<file path="src/rtl/ssw_pkg.sv">
package ssw_pkg;

	// clock and timing figures, times in milliseconds as printed
	localparam int unsigned CLK_HZ = 40_000_000;
	localparam int unsigned CYC_PER_MS = CLK_HZ / 1000;
	localparam int unsigned HOLD_MS_0 = 50;
	localparam int unsigned HOLD_MS_1 = 200;
	localparam int unsigned HOLD_MS_2 = 400;
	localparam int unsigned HOLD_MS_3 = 800;
	localparam int unsigned WD_MS_0 = 25;
	localparam int unsigned WD_MS_1 = 200;
	localparam int unsigned WD_MS_2 = 1400;
	localparam int unsigned HOLD_CYC_0 = HOLD_MS_0 * CYC_PER_MS;
	localparam int unsigned HOLD_CYC_1 = HOLD_MS_1 * CYC_PER_MS;
	localparam int unsigned HOLD_CYC_2 = HOLD_MS_2 * CYC_PER_MS;
	localparam int unsigned HOLD_CYC_3 = HOLD_MS_3 * CYC_PER_MS;
	localparam int unsigned WD_CYC_0 = WD_MS_0 * CYC_PER_MS;
	localparam int unsigned WD_CYC_1 = WD_MS_1 * CYC_PER_MS;
	localparam int unsigned WD_CYC_2 = WD_MS_2 * CYC_PER_MS;
	localparam logic [1:0] WD_SEL_OFF = 2'h3;

	// supply levels are 10-bit codes, 10 mV per step
	localparam int unsigned LVL_W = 10;
	localparam logic [9:0] THR1_RESET = 10'h1CC;
	localparam logic [9:0] THR2_RESET = 10'h122;
	localparam logic [9:0] THR_CLEARED = 10'h0AA;
	localparam logic [9:0] VCC_MIN_LVL = 10'h064;
	localparam logic [10:0] BATT_HYST = 11'h003;

	// register map on the bus, byte addresses
	localparam logic [7:0] REG_CTRL = 8'h00;
	localparam logic [7:0] REG_STATUS = 8'h04;
	localparam logic [7:0] REG_THRESH = 8'h08;
	localparam logic [7:0] CTRL_RESET = 8'h00;
	localparam logic [7:0] CTRL_WR_MASK = 8'hE1;
	localparam logic [1:0] RESP_OKAY = 2'h0;
	localparam logic [1:0] RESP_SLVERR = 2'h2;
	localparam logic [1:0] RESP_DECERR = 2'h3;

	// two-wire bus codes
	localparam logic [6:0] TWI_MEM_ADDR = 7'h50;
	localparam logic [3:0] TWI_CTRL_PRE = 4'hB;
	localparam logic [7:0] TWI_CTRL_WORD = 8'hFF;
	localparam logic [7:0] TWI_RAISE1 = 8'h01;
	localparam logic [7:0] TWI_RAISE2 = 8'h09;
	localparam logic [7:0] TWI_CLEAR1 = 8'h03;
	localparam logic [7:0] TWI_CLEAR2 = 8'h0B;
	localparam logic [7:0] TWI_PROG_DATA = 8'h00;
	localparam logic [3:0] TWI_BITS = 4'h8;
	localparam logic [3:0] TWI_ACK_BIT = 4'h9;

	// control byte layout, bit 7 down to bit 0
	typedef struct packed {
		logic hold_select_hi;
		logic watchdog_period_hi;
		logic watchdog_period_lo;
		logic [1:0] zero;
		logic reg_write_latch;
		logic write_latch;
		logic hold_select_lo;
	} ssw_ctrl_t;

	// events seen on the two-wire bus
	typedef struct packed {
		logic start;
		logic stop;
		logic byte_done;
		logic [7:0] data;
	} ssw_twi_ev_t;

endpackage : ssw_pkg

</file>
<file path="src/rtl/ssw_twi_rx.sv">
`timescale 1ns/10ps
module ssw_twi_rx
	import ssw_pkg::*;
(
	// clock and reset
	input wire logic aclk,
	input wire logic aresetn,
	// bus pins
	input wire logic scl_in,
	input wire logic sda_in,
	// decoded events
	output ssw_twi_ev_t ev_q,
	output logic ack_slot_q
);

	logic [1:0] pin_m_q;
	logic [1:0] pin_s_q;
	logic [1:0] pin_p_q;
	logic [3:0] bit_cnt_q;
	logic [7:0] shift_q;
	logic scl_rise;
	logic scl_fall;
	logic start_seen;
	logic stop_seen;

	// two flops on each pin, then one more for edge detection
	always_ff @(posedge aclk)
	begin
		if (!aresetn)
		begin
			pin_m_q <= 2'h3;
			pin_s_q <= 2'h3;
			pin_p_q <= 2'h3;
		end
		else
		begin
			pin_m_q <= {scl_in, sda_in};
			pin_s_q <= pin_m_q;
			pin_p_q <= pin_s_q;
		end
	end

	assign scl_rise = pin_s_q[1] && !pin_p_q[1];
	assign scl_fall = !pin_s_q[1] && pin_p_q[1];
	assign start_seen = pin_s_q[1] && pin_p_q[1] && pin_p_q[0] && !pin_s_q[0];
	assign stop_seen = pin_s_q[1] && pin_p_q[1] && !pin_p_q[0] && pin_s_q[0];

	// bit counter: eight data bits, then the acknowledge bit
	always_ff @(posedge aclk)
	begin
		if (!aresetn)
		begin
			bit_cnt_q <= 4'h0;
			shift_q <= 8'h00;
			ack_slot_q <= 1'b0;
			ev_q <= '0;
		end
		else
		begin
			ev_q.start <= start_seen;
			ev_q.stop <= stop_seen;
			ev_q.byte_done <= 1'b0;
			if (start_seen || stop_seen)
			begin
				bit_cnt_q <= 4'h0;
				ack_slot_q <= 1'b0;
			end
			else if (scl_rise)
			begin
				if (bit_cnt_q < TWI_BITS)
					shift_q <= {shift_q[6:0], pin_s_q[0]};
				bit_cnt_q <= bit_cnt_q + 4'h1;
			end
			else if (scl_fall && bit_cnt_q == TWI_BITS)
			begin
				ev_q.byte_done <= 1'b1;
				ev_q.data <= shift_q;
				ack_slot_q <= 1'b1;
			end
			else if (scl_fall && bit_cnt_q == TWI_ACK_BIT)
			begin
				ack_slot_q <= 1'b0;
				bit_cnt_q <= 4'h0;
			end
		end
	end

endmodule : ssw_twi_rx

</file>
<file path="src/rtl/ssw_supervisor.sv">
// Overview of operation
// - write-protect high refuses every write, bus and register alike; pin defaults low.
// - battery-active output high while backed supply runs from battery, low on main.
// - reset output asserts at its active level immediately on power application.
// - reset releases only after main supply stays above primary threshold for hold time.
// - serial bus is ignored while system reset is asserted.
// - manual reset low keeps reset asserted until release plus a full hold time.
// - main supply below primary threshold asserts reset; full hold after recovery.
// - secondary flag follows second input against secondary threshold, valid to 1V.
// - any complete bus sequence to any address restarts the watchdog.
// - two nonvolatile control bits choose the watchdog period.
// - host writes control register over serial bus; device applies new period.
// - thresholds change only through the adjustment procedure.
// - adjustment acts only while the programming voltage is present.
// - a higher threshold is stored directly, with no prior clear step.
// - no restart within the selected period drives the watchdog output low.
// - control bits 6,5 watchdog, 7,0 hold select; stop starts their store.
`timescale 1ns/10ps
module ssw_supervisor
	import ssw_pkg::*;
#(
	parameter bit ACTIVE_HIGH_RESET = 1'b0,
	parameter int unsigned HOLD_CYC0 = HOLD_CYC_0,
	parameter int unsigned HOLD_CYC1 = HOLD_CYC_1,
	parameter int unsigned HOLD_CYC2 = HOLD_CYC_2,
	parameter int unsigned HOLD_CYC3 = HOLD_CYC_3,
	parameter int unsigned WD_CYC0 = WD_CYC_0,
	parameter int unsigned WD_CYC1 = WD_CYC_1,
	parameter int unsigned WD_CYC2 = WD_CYC_2
)
(
	// clock and reset
	input wire logic aclk,
	input wire logic aresetn,
	// register bus
	input wire logic [7:0] s_axi_awaddr,
	input wire logic s_axi_awvalid,
	output logic s_axi_awready,
	input wire logic [31:0] s_axi_wdata,
	input wire logic [3:0] s_axi_wstrb,
	input wire logic s_axi_wvalid,
	output logic s_axi_wready,
	output logic [1:0] s_axi_bresp,
	output logic s_axi_bvalid,
	input wire logic s_axi_bready,
	input wire logic [7:0] s_axi_araddr,
	input wire logic s_axi_arvalid,
	output logic s_axi_arready,
	output logic [31:0] s_axi_rdata,
	output logic [1:0] s_axi_rresp,
	output logic s_axi_rvalid,
	input wire logic s_axi_rready,
	// two-wire bus pins
	input wire logic scl_in,
	input wire logic sda_in,
	output logic sda_out,
	output logic sda_oe,
	// control pins and digitised supply levels
	input wire logic write_protect_in,
	input wire logic manual_reset_n,
	input wire logic prog_voltage_in,
	input wire logic [9:0] vcc_level,
	input wire logic [9:0] secondary_monitor_in,
	input wire logic [9:0] battery_supply_in,
	// supervisor outputs
	output logic sys_reset_out,
	output logic primary_supply_fail,
	output logic secondary_supply_fail,
	output logic watchdog_expired_out_n,
	output logic battery_active_out
);

	typedef enum logic [2:0] {RST_ASSERT = 3'b001, RST_HOLD = 3'b010, RST_RUN = 3'b100} ssw_rst_t;
	typedef enum logic [4:0] {TW_IDLE = 5'b00001, TW_SLAVE = 5'b00010, TW_WORD = 5'b00100,
		TW_DATA = 5'b01000, TW_DONE = 5'b10000} ssw_tw_t;

	localparam int unsigned SYNC_W = 3 + 3 * LVL_W;

	generate
		if (HOLD_CYC0 == 0 || HOLD_CYC1 == 0 || HOLD_CYC2 == 0 || HOLD_CYC3 == 0 ||
			WD_CYC0 == 0 || WD_CYC1 == 0 || WD_CYC2 == 0)
		begin : g_bad_count
			$error("ssw_supervisor: hold and watchdog counts must be at least one");
		end
	endgenerate

	logic [SYNC_W-1:0] sync_m_q;
	logic [SYNC_W-1:0] sync_s_q;
	logic wp;
	logic mr_n;
	logic vp;
	logic [9:0] vcc;
	logic [9:0] v2;
	logic [9:0] vbat;
	ssw_ctrl_t ctrl_q;
	logic [9:0] thr1_q;
	logic [9:0] thr2_q;
	ssw_rst_t rst_q;
	logic [31:0] hold_cnt_q;
	logic [31:0] hold_lim;
	logic [31:0] wd_cnt_q;
	logic [31:0] wd_lim;
	logic vcc_ok;
	logic vcc_alive;
	logic rst_bad;
	logic rst_active;
	ssw_twi_ev_t ev;
	logic ack_slot;
	ssw_tw_t tw_q;
	logic tw_ctrl_q;
	logic [7:0] tw_word_q;
	logic [7:0] tw_data_q;
	logic ack_q;
	logic framed_q;
	logic wd_restart;
	logic commit;
	logic ctrl_bus_wr;

	// every pin and level from outside passes two flops first
	always_ff @(posedge aclk)
	begin
		if (!aresetn)
		begin
			sync_m_q <= '0;
			sync_s_q <= '0;
		end
		else
		begin
			sync_m_q <= {write_protect_in, manual_reset_n, prog_voltage_in,
				vcc_level, secondary_monitor_in, battery_supply_in};
			sync_s_q <= sync_m_q;
		end
	end

	assign {wp, mr_n, vp, vcc, v2, vbat} = sync_s_q;
	assign vcc_ok = vcc > thr1_q;
	assign vcc_alive = vcc >= VCC_MIN_LVL;
	assign rst_bad = !vcc_ok || !mr_n;
	assign rst_active = rst_q != RST_RUN;

	// hold time picked by bits 7 and 0 of the control byte
	always_comb
	begin
		case ({ctrl_q.hold_select_hi, ctrl_q.hold_select_lo})
			2'h0: hold_lim = HOLD_CYC0;
			2'h1: hold_lim = HOLD_CYC1;
			2'h2: hold_lim = HOLD_CYC2;
			default: hold_lim = HOLD_CYC3;
		endcase
	end

	// reset sequencer; power-up enters the asserted state at once
	always_ff @(posedge aclk)
	begin
		if (!aresetn)
		begin
			rst_q <= RST_ASSERT;
			hold_cnt_q <= '0;
		end
		else
		begin
			case (rst_q)
				RST_ASSERT:
				begin
					hold_cnt_q <= '0;
					if (!rst_bad)
						rst_q <= RST_HOLD;
				end
				RST_HOLD:
				begin
					hold_cnt_q <= hold_cnt_q + 32'h1;
					if (rst_bad)
						rst_q <= RST_ASSERT;
					else if (hold_cnt_q >= hold_lim - 32'h1)
						rst_q <= RST_RUN;
				end
				RST_RUN:
				begin
					if (rst_bad)
						rst_q <= RST_ASSERT;
				end
				default: rst_q <= RST_ASSERT;
			endcase
		end
	end

	// pin levels; below the 1V level the secondary flag keeps its last answer
	always_ff @(posedge aclk)
	begin
		if (!aresetn)
		begin
			sys_reset_out <= ACTIVE_HIGH_RESET;
			primary_supply_fail <= 1'b1;
			secondary_supply_fail <= 1'b0;
			battery_active_out <= 1'b0;
		end
		else
		begin
			sys_reset_out <= ACTIVE_HIGH_RESET ? rst_active : !rst_active;
			if (!vcc_ok)
				primary_supply_fail <= 1'b1;
			else if (rst_q == RST_HOLD && !rst_bad && hold_cnt_q >= hold_lim - 32'h1)
				primary_supply_fail <= 1'b0;
			if (vcc_alive)
				secondary_supply_fail <= !(v2 > thr2_q);
			// hysteresis around the battery level avoids chattering between supplies
			if (vcc_ok)
				battery_active_out <= 1'b0;
			else if ({1'b0, vcc} + BATT_HYST < {1'b0, vbat})
				battery_active_out <= 1'b1;
			else if ({1'b0, vcc} > {1'b0, vbat} + BATT_HYST)
				battery_active_out <= 1'b0;
		end
	end

	ssw_twi_rx u_twi_rx (
		.aclk(aclk),
		.aresetn(aresetn),
		.scl_in(scl_in),
		.sda_in(sda_in),
		.ev_q(ev),
		.ack_slot_q(ack_slot)
	);

	// byte decoder; while reset is asserted the bus is not listened to
	always_ff @(posedge aclk)
	begin
		if (!aresetn || rst_active)
		begin
			tw_q <= TW_IDLE;
			tw_ctrl_q <= 1'b0;
			tw_word_q <= 8'h00;
			tw_data_q <= 8'h00;
			ack_q <= 1'b0;
			framed_q <= 1'b0;
		end
		else
		begin
			if (!ack_slot)
				ack_q <= 1'b0;
			if (ev.start)
			begin
				tw_q <= TW_SLAVE;
				framed_q <= 1'b1;
			end
			else if (ev.stop)
			begin
				tw_q <= TW_IDLE;
				framed_q <= 1'b0;
			end
			else if (ev.byte_done)
			begin
				case (tw_q)
					TW_SLAVE:
					begin
						tw_ctrl_q <= ev.data[7:4] == TWI_CTRL_PRE;
						if (!ev.data[0] && (ev.data[7:1] == TWI_MEM_ADDR || ev.data[7:4] == TWI_CTRL_PRE))
						begin
							ack_q <= 1'b1;
							tw_q <= TW_WORD;
						end
						else
							tw_q <= TW_IDLE;
					end
					TW_WORD:
					begin
						tw_word_q <= ev.data;
						ack_q <= 1'b1;
						tw_q <= TW_DATA;
					end
					TW_DATA:
					begin
						tw_data_q <= ev.data;
						ack_q <= 1'b1;
						tw_q <= TW_DONE;
					end
					TW_DONE: tw_q <= TW_DONE; // one data byte only, later ones unanswered
					default: tw_q <= TW_IDLE;
				endcase
			end
		end
	end

	// acknowledge drives the line low; the output itself is always low
	always_ff @(posedge aclk)
	begin
		if (!aresetn)
			sda_oe <= 1'b0;
		else
			sda_oe <= ack_slot && ack_q && !rst_active;
	end
	assign sda_out = 1'b0;

	assign commit = ev.stop && tw_q == TW_DONE && !wp;
	assign wd_restart = ev.stop && framed_q;
	assign ctrl_bus_wr = s_axi_awready && s_axi_awaddr == REG_CTRL && s_axi_wstrb[0] && !wp;

	// control byte: nonvolatile bits taken from the serial bus or the register bus
	always_ff @(posedge aclk)
	begin
		if (!aresetn)
			ctrl_q <= CTRL_RESET;
		else if (commit && tw_ctrl_q && tw_word_q == TWI_CTRL_WORD)
			ctrl_q <= tw_data_q & CTRL_WR_MASK;
		else if (ctrl_bus_wr)
			ctrl_q <= s_axi_wdata[7:0] & CTRL_WR_MASK;
	end

	// threshold cells move only by the programming procedure
	always_ff @(posedge aclk)
	begin
		if (!aresetn)
		begin
			thr1_q <= THR1_RESET;
			thr2_q <= THR2_RESET;
		end
		else if (commit && !tw_ctrl_q && vp && tw_data_q == TWI_PROG_DATA)
		begin
			// a raise below the stored value is ignored; clear first to go lower
			if (tw_word_q == TWI_RAISE1 && vcc > thr1_q)
				thr1_q <= vcc;
			else if (tw_word_q == TWI_RAISE2 && v2 > thr2_q)
				thr2_q <= v2;
			else if (tw_word_q == TWI_CLEAR1)
				thr1_q <= THR_CLEARED;
			else if (tw_word_q == TWI_CLEAR2)
				thr2_q <= THR_CLEARED;
		end
	end

	// watchdog period from bits 6 and 5, the top code turns it off
	always_comb
	begin
		case ({ctrl_q.watchdog_period_hi, ctrl_q.watchdog_period_lo})
			2'h0: wd_lim = WD_CYC0;
			2'h1: wd_lim = WD_CYC1;
			2'h2: wd_lim = WD_CYC2;
			default: wd_lim = 32'h0;
		endcase
	end

	// watchdog counter; held clear during reset so the host gets a full period
	always_ff @(posedge aclk)
	begin
		if (!aresetn)
		begin
			wd_cnt_q <= '0;
			watchdog_expired_out_n <= 1'b1;
		end
		else if (rst_active || wd_restart ||
			{ctrl_q.watchdog_period_hi, ctrl_q.watchdog_period_lo} == WD_SEL_OFF)
		begin
			wd_cnt_q <= '0;
			watchdog_expired_out_n <= 1'b1;
		end
		else if (wd_cnt_q >= wd_lim - 32'h1)
			watchdog_expired_out_n <= 1'b0;
		else
			wd_cnt_q <= wd_cnt_q + 32'h1;
	end

	// register bus write: both channels taken together, one response
	always_ff @(posedge aclk)
	begin
		if (!aresetn)
		begin
			s_axi_awready <= 1'b0;
			s_axi_wready <= 1'b0;
			s_axi_bvalid <= 1'b0;
			s_axi_bresp <= RESP_OKAY;
		end
		else
		begin
			s_axi_awready <= 1'b0;
			s_axi_wready <= 1'b0;
			if (s_axi_bvalid && s_axi_bready)
				s_axi_bvalid <= 1'b0;
			else if (!s_axi_bvalid && !s_axi_awready && s_axi_awvalid && s_axi_wvalid)
			begin
				s_axi_awready <= 1'b1;
				s_axi_wready <= 1'b1;
			end
			if (s_axi_awready)
			begin
				s_axi_bvalid <= 1'b1;
				if (s_axi_awaddr != REG_CTRL && s_axi_awaddr != REG_STATUS && s_axi_awaddr != REG_THRESH)
					s_axi_bresp <= RESP_DECERR;
				else if (s_axi_awaddr == REG_CTRL && !wp)
					s_axi_bresp <= RESP_OKAY;
				else
					s_axi_bresp <= RESP_SLVERR;
			end
		end
	end

	// register bus read
	always_ff @(posedge aclk)
	begin
		if (!aresetn)
		begin
			s_axi_arready <= 1'b0;
			s_axi_rvalid <= 1'b0;
			s_axi_rdata <= 32'h0;
			s_axi_rresp <= RESP_OKAY;
		end
		else
		begin
			s_axi_arready <= 1'b0;
			if (s_axi_rvalid && s_axi_rready)
				s_axi_rvalid <= 1'b0;
			else if (!s_axi_rvalid && !s_axi_arready && s_axi_arvalid)
				s_axi_arready <= 1'b1;
			if (s_axi_arready)
			begin
				s_axi_rvalid <= 1'b1;
				s_axi_rresp <= RESP_OKAY;
				case (s_axi_araddr)
					REG_CTRL: s_axi_rdata <= {24'h0, ctrl_q};
					REG_STATUS: s_axi_rdata <= {21'h0, tw_q != TW_IDLE, wp, vp, !mr_n, rst_q,
						battery_active_out, !watchdog_expired_out_n, secondary_supply_fail, primary_supply_fail};
					REG_THRESH: s_axi_rdata <= {6'h0, thr2_q, 6'h0, thr1_q};
					default:
					begin
						s_axi_rdata <= 32'h0;
						s_axi_rresp <= RESP_DECERR;
					end
				endcase
			end
		end
	end

endmodule : ssw_supervisor

</file>
<file path="config.mk">
export PLATFORM = sky130hd
export DESIGN_NAME = ssw_supervisor
export DESIGN_NICKNAME = d
export VERILOG_FILES = /design/src/rtl/ssw_pkg.sv /design/src/rtl/ssw_twi_rx.sv /design/src/rtl/ssw_supervisor.sv
export SDC_FILE = /design/constraint.sdc
export NUM_CORES = 1
export LEC_CHECK = 0
export ABC_AREA = 1
export BUFFER_PORTS_ARGS = -buffer_cell sky130_fd_sc_hd__buf_2
export CORE_UTILIZATION = 59
export DETAILED_ROUTE_END_ITERATION = 16
export PLACE_DENSITY = 0.79
export SLEW_MARGIN = 20
export SYNTH_ARGS = -nofsm -noshare
export SYNTH_HDL_FRONTEND = slang
export SYNTH_HIERARCHICAL = 1
export SYNTH_SLANG_ARGS = --single-unit
</file>
<file path="constraint.sdc">
create_clock -name aclk -period 6.72 [get_ports aclk]
set_input_delay 1.344 -clock aclk [delete_from_list [all_inputs] [get_ports aclk]]
set_output_delay 1.344 -clock aclk [all_outputs]
set_load 0.05 [all_outputs]
</file>
* After elaboration in Yosys (flattened, before gate mapping) *
Cells that the tools add are included.
Widths: inputs -> output; s select.

cells by class
  mux-type cells = 47
  $mul = 0
  reductions and logical operators = 99
  order comparisons = 8
  $add $sub $neg = 7
  shift operators = 0
  bitwise gates (word level) = 6
  equal/unequal tests = 33
  div/mod/pow operators = 0

operators by type and width
  kind                   number
  $pmux 26 s3            2
  $pmux 25 s3            1
  $add 32x1->32 const B  2
  $ge 32x32->1           2
  $pmux 32 s2            1
  $sub 32x1->32 const B  2
  $mux 10                6
  $logic_and 1x1->1      37
  $eq 8x4->1 const B     3
  $logic_not 8->1        3
  $add 10x2->11 const B  2
  $gt 10x10->1           2
  $reduce_bool 2->1      10
  $logic_not 1->1        18
  $mux 1                 17
  $mux 8                 2
  $reduce_and 4->1       4
  $mux 3                 5
  $pmux 5 s3             1
  $reduce_or 2->1        7
  $eq 4x4->1 const B     3
  $mux 2                 6
  $mux 4                 3
  $reduce_and 3->1       4
  35 further kinds       57

storage, ports and cells
  word-level logic and storage cells = 241
  ROM bits = 0
  input port bits = 94
  memories = 0
  output and inout bits = 48
  register bits after elaboration = 257
  RAM bits = 0
  latch bits = 0

* Logic depth before layout (Yosys ltp) *
Gate-level depths: netlist (run 1).

  word-level depth = 8
  mapped depth = 18
  gate-level depth less buffers = 18

* Cells and area by module *
Netlist (run 1), hierarchy kept.

by module, submodules not included
  module          seq. area each (µm²)  area an instance (µm²)  instances  cells each
  ssw_supervisor  4304.1                12191.7                 1          1741
  ssw_twi_rx      600.6                 1149.9                  1          135

* Worst setup path after synthesis (run 1) *
No wires, ideal clock.

  path kind = in2reg
  start = input port s_axi_araddr[1]
  end = register s_axi_rdata[8]
  arrival time = 2.375 ns
  path buffers = 0
  required time = 6.663 ns
  slack = 4.289 ns
  setup time = 0.057 ns
  stages on the path = 10
  cells stage by stage = or2_1 -> inv_2 -> nand4_1 -> inv_2 -> nand2_1 -> o21ai_1 -> nand2_1 -> o21ai_1 -> nand2_1 -> inv_1

between the ends
  longest elaborated chain between the ends = 2
  elaborated cells between the ends (all ways) = 4
  those cells by class = 2 x eq/ne; 1 x mux; 1 x reduce/logical

ends and longest elaborated chain
  item                                RTL line               text
  start, declared                     ssw_supervisor.sv:46   input wire logic [7:0] s_axi_araddr,
  $eq 8x4->1 (tied with other cells)  ssw_supervisor.sv:417  case (s_axi_araddr)
  $pmux 26 s3 (*)                     ssw_supervisor.sv:417
  end signal, assigned                ssw_supervisor.sv:418  REG_CTRL: s_axi_rdata <= {24'h0, ctrl_q};
  end signal, assigned                ssw_supervisor.sv:419  REG_STATUS: s_axi_rdata <= {21'h0, tw_q != TW_IDLE, wp, vp, !mr_n, rst_q,
  end signal, assigned                ssw_supervisor.sv:421  REG_THRESH: s_axi_rdata <= {6'h0, thr2_q, 6'h0, thr1_q};
  end, declared                       ssw_supervisor.sv:49   output logic [31:0] s_axi_rdata,

Mark *: on every way between the ends. The rest lies on a longest branch, timed or not.
A chain may end at the register's enable or synchronous reset.

* Worst setup path after layout (run 1) *
  start = register ctrl_q[5] in the netlist's numbering
  end = register wd_cnt_q[1]

between the ends
  longest elaborated chain between the ends = 4
  elaborated cells between the ends (all ways) = 9
  those cells by class = 1 x add/sub; 1 x order compare; 3 x eq/ne; 1 x mux; 3 x reduce/logical

ends and longest elaborated chain
  item                                RTL line               text
  start, declared                     ssw_supervisor.sv:95   ssw_ctrl_t ctrl_q;
  start signal, assigned              ssw_supervisor.sv:304  ctrl_q <= tw_data_q & CTRL_WR_MASK;
  start signal, assigned              ssw_supervisor.sv:306  ctrl_q <= s_axi_wdata[7:0] & CTRL_WR_MASK;
  $eq 2x2->1 (tied with other cells)  ssw_supervisor.sv:334  case ({ctrl_q.watchdog_period_hi, ctrl_q.watchdog_period_lo})
  $pmux 26 s3                         ssw_supervisor.sv:334
  $sub 32x1->32                       ssw_supervisor.sv:356  else if (wd_cnt_q >= wd_lim - 32'h1)
  $ge 32x32->1                        ssw_supervisor.sv:356
  end signal, assigned                ssw_supervisor.sv:359  wd_cnt_q <= wd_cnt_q + 32'h1;
  end, declared                       ssw_supervisor.sv:101  logic [31:0] wd_cnt_q;

Parallel ways exist; a longest one is shown, timed or not.

==> run summary, run 1 <==
Static Leakage: 6.95 nW
IO buf count: 98
Setup Viol. Count Final: 0
ANT cells: 0
All-Layer GR Usage: 26.4%
Core area: 0.0220 mm²
Capture point of the worst reg-to-reg path: wd_cnt_q[1]
DR WL/cell: 13.7 µm
Reg clk slew, reported paths: 60 ps
TNS Setup: 0 ps
Worst r2r src: ctrl_q[5]
Antenna-violating nets left: 0
Layout area overhead: 11.1%
# nets final: 2163
CTS Buf Count: 26
Maxcap violations: 0
Clock share of power: 46.8%
#FFs+latches synth: 245
Die X-Extent: 152 µm
Final worst slack: 3610 ps
Most frequent cells in the layout: 461 x nand2_1, 251 x inv_1, 245 x dfxtp_1
Placed cell count: 2217
PwrDens: 210 mW/mm²
Min-Delay Startpoint: sync_m_q[7]
Post-DP HPWL: 22.5 mm
Final Hold Viols: 0
Combinational cell fraction of total power: 5.2%
Mapped cell area: 0.0133 mm²
Hold depth: 2
Arr. time, crit path: 3540 ps
Finished Core Util: 67.3%
Ys flop type: dfxtp_1
Worst Hold Endpoint: sync_s_q[7]
Peak supply drop: 0.000236 V
Clk buf depth: 3
Critical path launch point type: flop
Hold/Removal Path Class: flop to flop
Synth cell types: 61
Root Driver: clkbuf_16
CP endpoint kind: flop
Gr ovfl total: 0
First drt pass iteration count: 5
Cell count after synthesis: 1876
# resized after CTS: 0
Via count: 12004
GPL Wtd Cong: 0.948
Mean post-synth cell area: 7.11 µm²
Seq pwr share: 48.0%
Async SR Flop Fraction: 0%
Initial core utilization: 60.6%
Worst setup path startpoint: ctrl_q[5]
Design area: 0.0148 mm²
Via density: 5.31
Routed WL: 30.9 mm
1st-iter DRT viols: 694
Remaining DRCs: 0
Final worst path period share: 46.3%
Die Ht: 152 µm
Most common cell after layout, fill and taps aside: nand2_1
R2r setup slk: 3610 ps
CTS tree: built
Placed cell areas: 0.0140 mm²
Proportion of layout cells with a drive suffix above 1: 12.4%
Row Count: 54
Slew Viols, Final: 0
Largest net degree at the start of global routing: 87
Initial antenna violation count: 0
Net Sw Frac: 22.8%
Synth warn: 6
First-pass GRT wire length: 51.2 mm
Non-filler cells in the finished layout: 2259
Total setup buffers inserted after CTS: 0
Worst-path maximum fanout: 33
Number of global-route vias before repair: 10965
Period minus WS final: 3110 ps
Cts hold-fix bufs: 0
Worst R2R Path Depth: 12
CTS H-tree depth: 1
Kind of critical path: flop to flop
Clk_lat worst skew: 550 ps
Max_slew headroom: 42.5%
Layout fillers: 1926
EDFF count, synth: 0
Cell internal pwr: 0.00241 W
# clock sinks: 245
I/O Pins: 142
Setup WS pre-CTS: 3540 ps
Die ar.: 0.0232 mm²
Actual transition at the worst max-transition pin: 862 ps
CP required: 7150 ps
Unrepaired setup endpoints after global routing: false
Clock Skew: 17.7 ps
Sw power: 0.000712 W
Status: finished, final reports clean
Fmax: 321 MHz
Sequential fraction of the synthesis area: 36.8%
## stage by stage
step                power (W)  hold slack (ps)
floorplan             0.00164              390
global placement      0.00168              393
detailed placement    0.00169              396
CTS                   0.00314              408
global route          0.00322              424
finish                0.00312              408
## synthesized netlist by cell type, drive strengths merged (5+ instances only)
library cell    n  area, µm²
a211oi          7       52.6
a21oi         136        774
buf            29        213
clkbuf         25       95.1
dfxtp         245       4900
ha            104       1300
inv           274       1030
nand2         487       1920
nand3         123        641
nand3b          9       67.6
nand4          30        188
nor2          181        737
nor3           43        235
nor4            5       37.5
o211ai          5       37.5
o21ai          84        428
o21bai          6       48.8
o22ai           6       37.5
or2            10       62.6
xnor2           6       52.6
xor2           24        210
## worst max path at each step
stage / slack (ps) / to
after detailed placement: 3540 / s_axi_rdata[10]
final: 3610 / wd_cnt_q[1]
after global placement: 3540 / s_axi_arready
after floorplan: 4290 / s_axi_rdata[8]
after CTS: 3600 / wd_cnt_q[1]
after global routing: 3380 / wd_cnt_q[1]
## cells by family after synthesis
group | after synthesis | synth area share (%)
buffers and inverters | 331 | 10.1
AND/OR/NAND/NOR | 896 | 29.5
XOR/XNOR | 30 | 1.97
AO/OA/AOI/OAI | 268 | 11.8
flip-flops | 245 | 36.8
adder cells (fa/ha/maj) | 104 | 9.75
other | 2 | 0.0563
## critical path, stage by stage (launching register included)
cell,delay [ps]
dfxtp_1,380
inv_1,140
ha_1,250
xnor2_1,490
ha_1,360
a21oi_1,130
nor2_1,60
nor3_1,210
nand3_2,120
nand2_4,320
nand2_8,250
o21bai_1,200
nor2_1,50
## sequential cells by signal, summed over array words and instances, names as in the netlist, 2 cells and up
| name | flops |
|---|---|
| sync_m_q | 33 |
| sync_s_q | 33 |
| hold_cnt_q | 32 |
| wd_cnt_q | 32 |
| s_axi_rdata | 21 |
| u_twi_rx/ev_q | 11 |
| thr1_q | 10 |
| thr2_q | 10 |
| tw_data_q | 8 |
| tw_word_q | 8 |
| u_twi_rx/shift_q | 8 |
| tw_q | 5 |
| ctrl_q | 4 |
| u_twi_rx/bit_cnt_q | 4 |
| rst_q | 3 |
| s_axi_bresp | 2 |
| u_twi_rx/pin_m_q | 2 |
| u_twi_rx/pin_p_q | 2 |
| u_twi_rx/pin_s_q | 2 |
## power groups by stage
stage	clock, W	sequential, W	combinational (W)
2_1_floorplan	0	0.00154	0.000109
3_3_place_gp	0	0.00153	0.000156
3_5_place_dp	0	0.00153	0.000160
4_1_cts	0.00148	0.00150	0.000162
5_1_grt	0.00154	0.00150	0.000182
6_report	0.00146	0.00150	0.000161
## metal layers
metal  GRT usage (%)  share of wire [%]  routed length, µm
met2            47.2                 49              15000
met3            3.04                4.6               1420
met5               0                  0                  0
met1            33.4                 44              13700
met4            7.73                2.4                748
## final cells by class
class	count	area (µm²)	share of cell area, %
multi-input cells	1313	7130	48.1
flip-flops and latches	245	4900	33.1
inverters	277	1040	7.04
clock buffers	33	687	4.64
repair buffers	102	523	3.53
well taps	280	350	2.36
clock inverters	9	176	1.19
No activity file was read; power rests on OpenSTA's default activity.
==> run 2: changes to the inputs <==
- CORE_UTILIZATION: 59 -> 54
- PLACE_DENSITY: 0.79 -> 0.76
- clock period: 6.72 -> 2.5 ns (I/O delays scaled with it)
==> run summary, run 2 (synthesis gave the netlist of run 1 again) <==
Post-DP HPWL: 25.3 mm
Antenna-violating nets left: 0
Hold/Removal Path Class: input pin to flop
Routed WL: 33.6 mm
PwrDens: 555 mW/mm²
Arr. time, crit path: 2860 ps
Static Leakage: 7.21 nW
First drt pass iteration count: 5
Slew Viols, Final: 0
Via count: 12324
Final Hold Viols: 0
Worst-path maximum fanout: 12
Die X-Extent: 159 µm
Initial core utilization: 55.0%
Critical path launch point type: flop
Gr ovfl total: 0
Final Total Pwr: 0.00856 W
Clk_lat worst skew: 550 ps
Remaining DRCs: 0
Largest stage delay on the critical path: 380 ps
CTS Buf Count: 27
All-Layer GR Usage: 26.3%
# clock sinks: 245
CTS H-tree depth: 1
ANT cells: 0
Peak supply drop: 0.000634 V
Fmax: 421 MHz
Period minus WS final: 2380 ps
TNS Setup: 0 ps
Biggest regs: sync_m_q x33, sync_s_q x33
Proportion of layout cells with a drive suffix above 1: 15.8%
Number of global-route vias before repair: 11539
Reg clk slew, reported paths: 60 ps
Final worst path period share: 95.1%
Die ar.: 0.0253 mm²
Non-filler cells in the finished layout: 2349
Max_slew headroom: 52.3%
Most frequent cells in the layout: 460 x nand2_1, 248 x inv_1, 242 x dfxtp_1
CTS tree: built
Most common cell after layout, fill and taps aside: nand2_1
Kind of critical path: flop to flop
Largest net degree at the start of global routing: 47
Status: finished, final reports clean
Die Ht: 159 µm
Root Driver: clkbuf_16
Setup Viol. Count Final: 0
CP endpoint kind: flop
CP Cell Sequence: inv_1 -> ha_2 -> xnor2_4 -> ha_1 -> a21oi_1 -> nor2_1 -> nor3_2 -> nand3_2 -> nand2_4 -> buf_6 -> nand3_1 -> a21oi_2
GPL Wtd Cong: 0.925
Via density: 5.25
Actual transition at the worst max-transition pin: 709 ps
CP required: 2990 ps
1st-iter DRT viols: 779
IO buf count: 98
I/O Pins: 142
Clk buf depth: 3
Clock Skew: 19.6 ps
Initial antenna violation count: 0
Worst R2R Path Depth: 12
# nets final: 2205
First-pass GRT wire length: 55.1 mm
Hold depth: 2
DR WL/cell: 14.3 µm
Core area: 0.0242 mm²
Maxcap violations: 0
Row Count: 57
Placed cell count: 2299
Layout area overhead: 15.7%
Max stage delay cell, worst path: dfxtp_2
run 2: power breakdown:
part,internal (W),total [W],switching [W]
Sequential,0.00397,0.00402,0.0000447
Combinational,0.000157,0.000469,0.000312
Clock,0.00245,0.00407,0.00162
Total,0.00658,0.00856,0.00198
run 2: layout make-up:
type,instances,area (µm²)
clock buffers,39,811
flip-flops and latches,245,4910
clock inverters,8,109
inverters,277,1050
repair buffers,143,880
multi-input cells,1313,7270
well taps,324,405
fillers,2205,8820
run 2: through the flow:
stage | util [%] | hold WS [ps] | setup slack [ps] | area (µm²)
finish | 63.6 | 126 | 123 | 15400
global route | 63.6 | 117 | -37.1 | 15400
CTS | 62.9 | 112 | 7.74 | 15200
detailed placement | 59.1 | 397 | -105 | 14300
global placement | 59.1 | 394 | -60.1 | 14300
floorplan | - | 390 | 113 | 13400
run 2: critical path: cells and delay by family, from the launching register on:
| family | cells | cell delay, ps |
|---|---|---|
| XOR/XNOR | 1 | 270 |
| buffers and inverters | 2 | 270 |
| AND/OR/NAND/NOR | 5 | 560 |
| flip-flops | 1 | 380 |
| adder cells (fa/ha/maj) | 2 | 530 |
| AO/OA/AOI/OAI | 2 | 320 |
run 2: metal layers:
metal | share of wire (%) | vias up | global-route usage (%)
met5 | 0 | - | 0
met4 | 3.1 | 0 | 8.65
met3 | 4.4 | 68 | 3.41
met2 | 48 | 279 | 45.9
met1 | 45 | 5695 | 33.3
li1 | - | 6282 | -
run 2: repair_timing:
item                       in CTS  in global routing
setup buffers                   0                  3
setup endpoints to repair      31                 34
resized for setup               1                 29
hold buffers                    0                  0
pin swaps                       0                  6
run 2: final timing paths:
check,from,endpoint,slack [ps]
setup / recovery,ctrl_q[5],wd_cnt_q[25],120
hold / removal,s_axi_bready,s_axi_bvalid,130
hold reg to reg,sync_m_q[16],sync_s_q[16],410
setup reg to reg,ctrl_q[5],wd_cnt_q[25],120
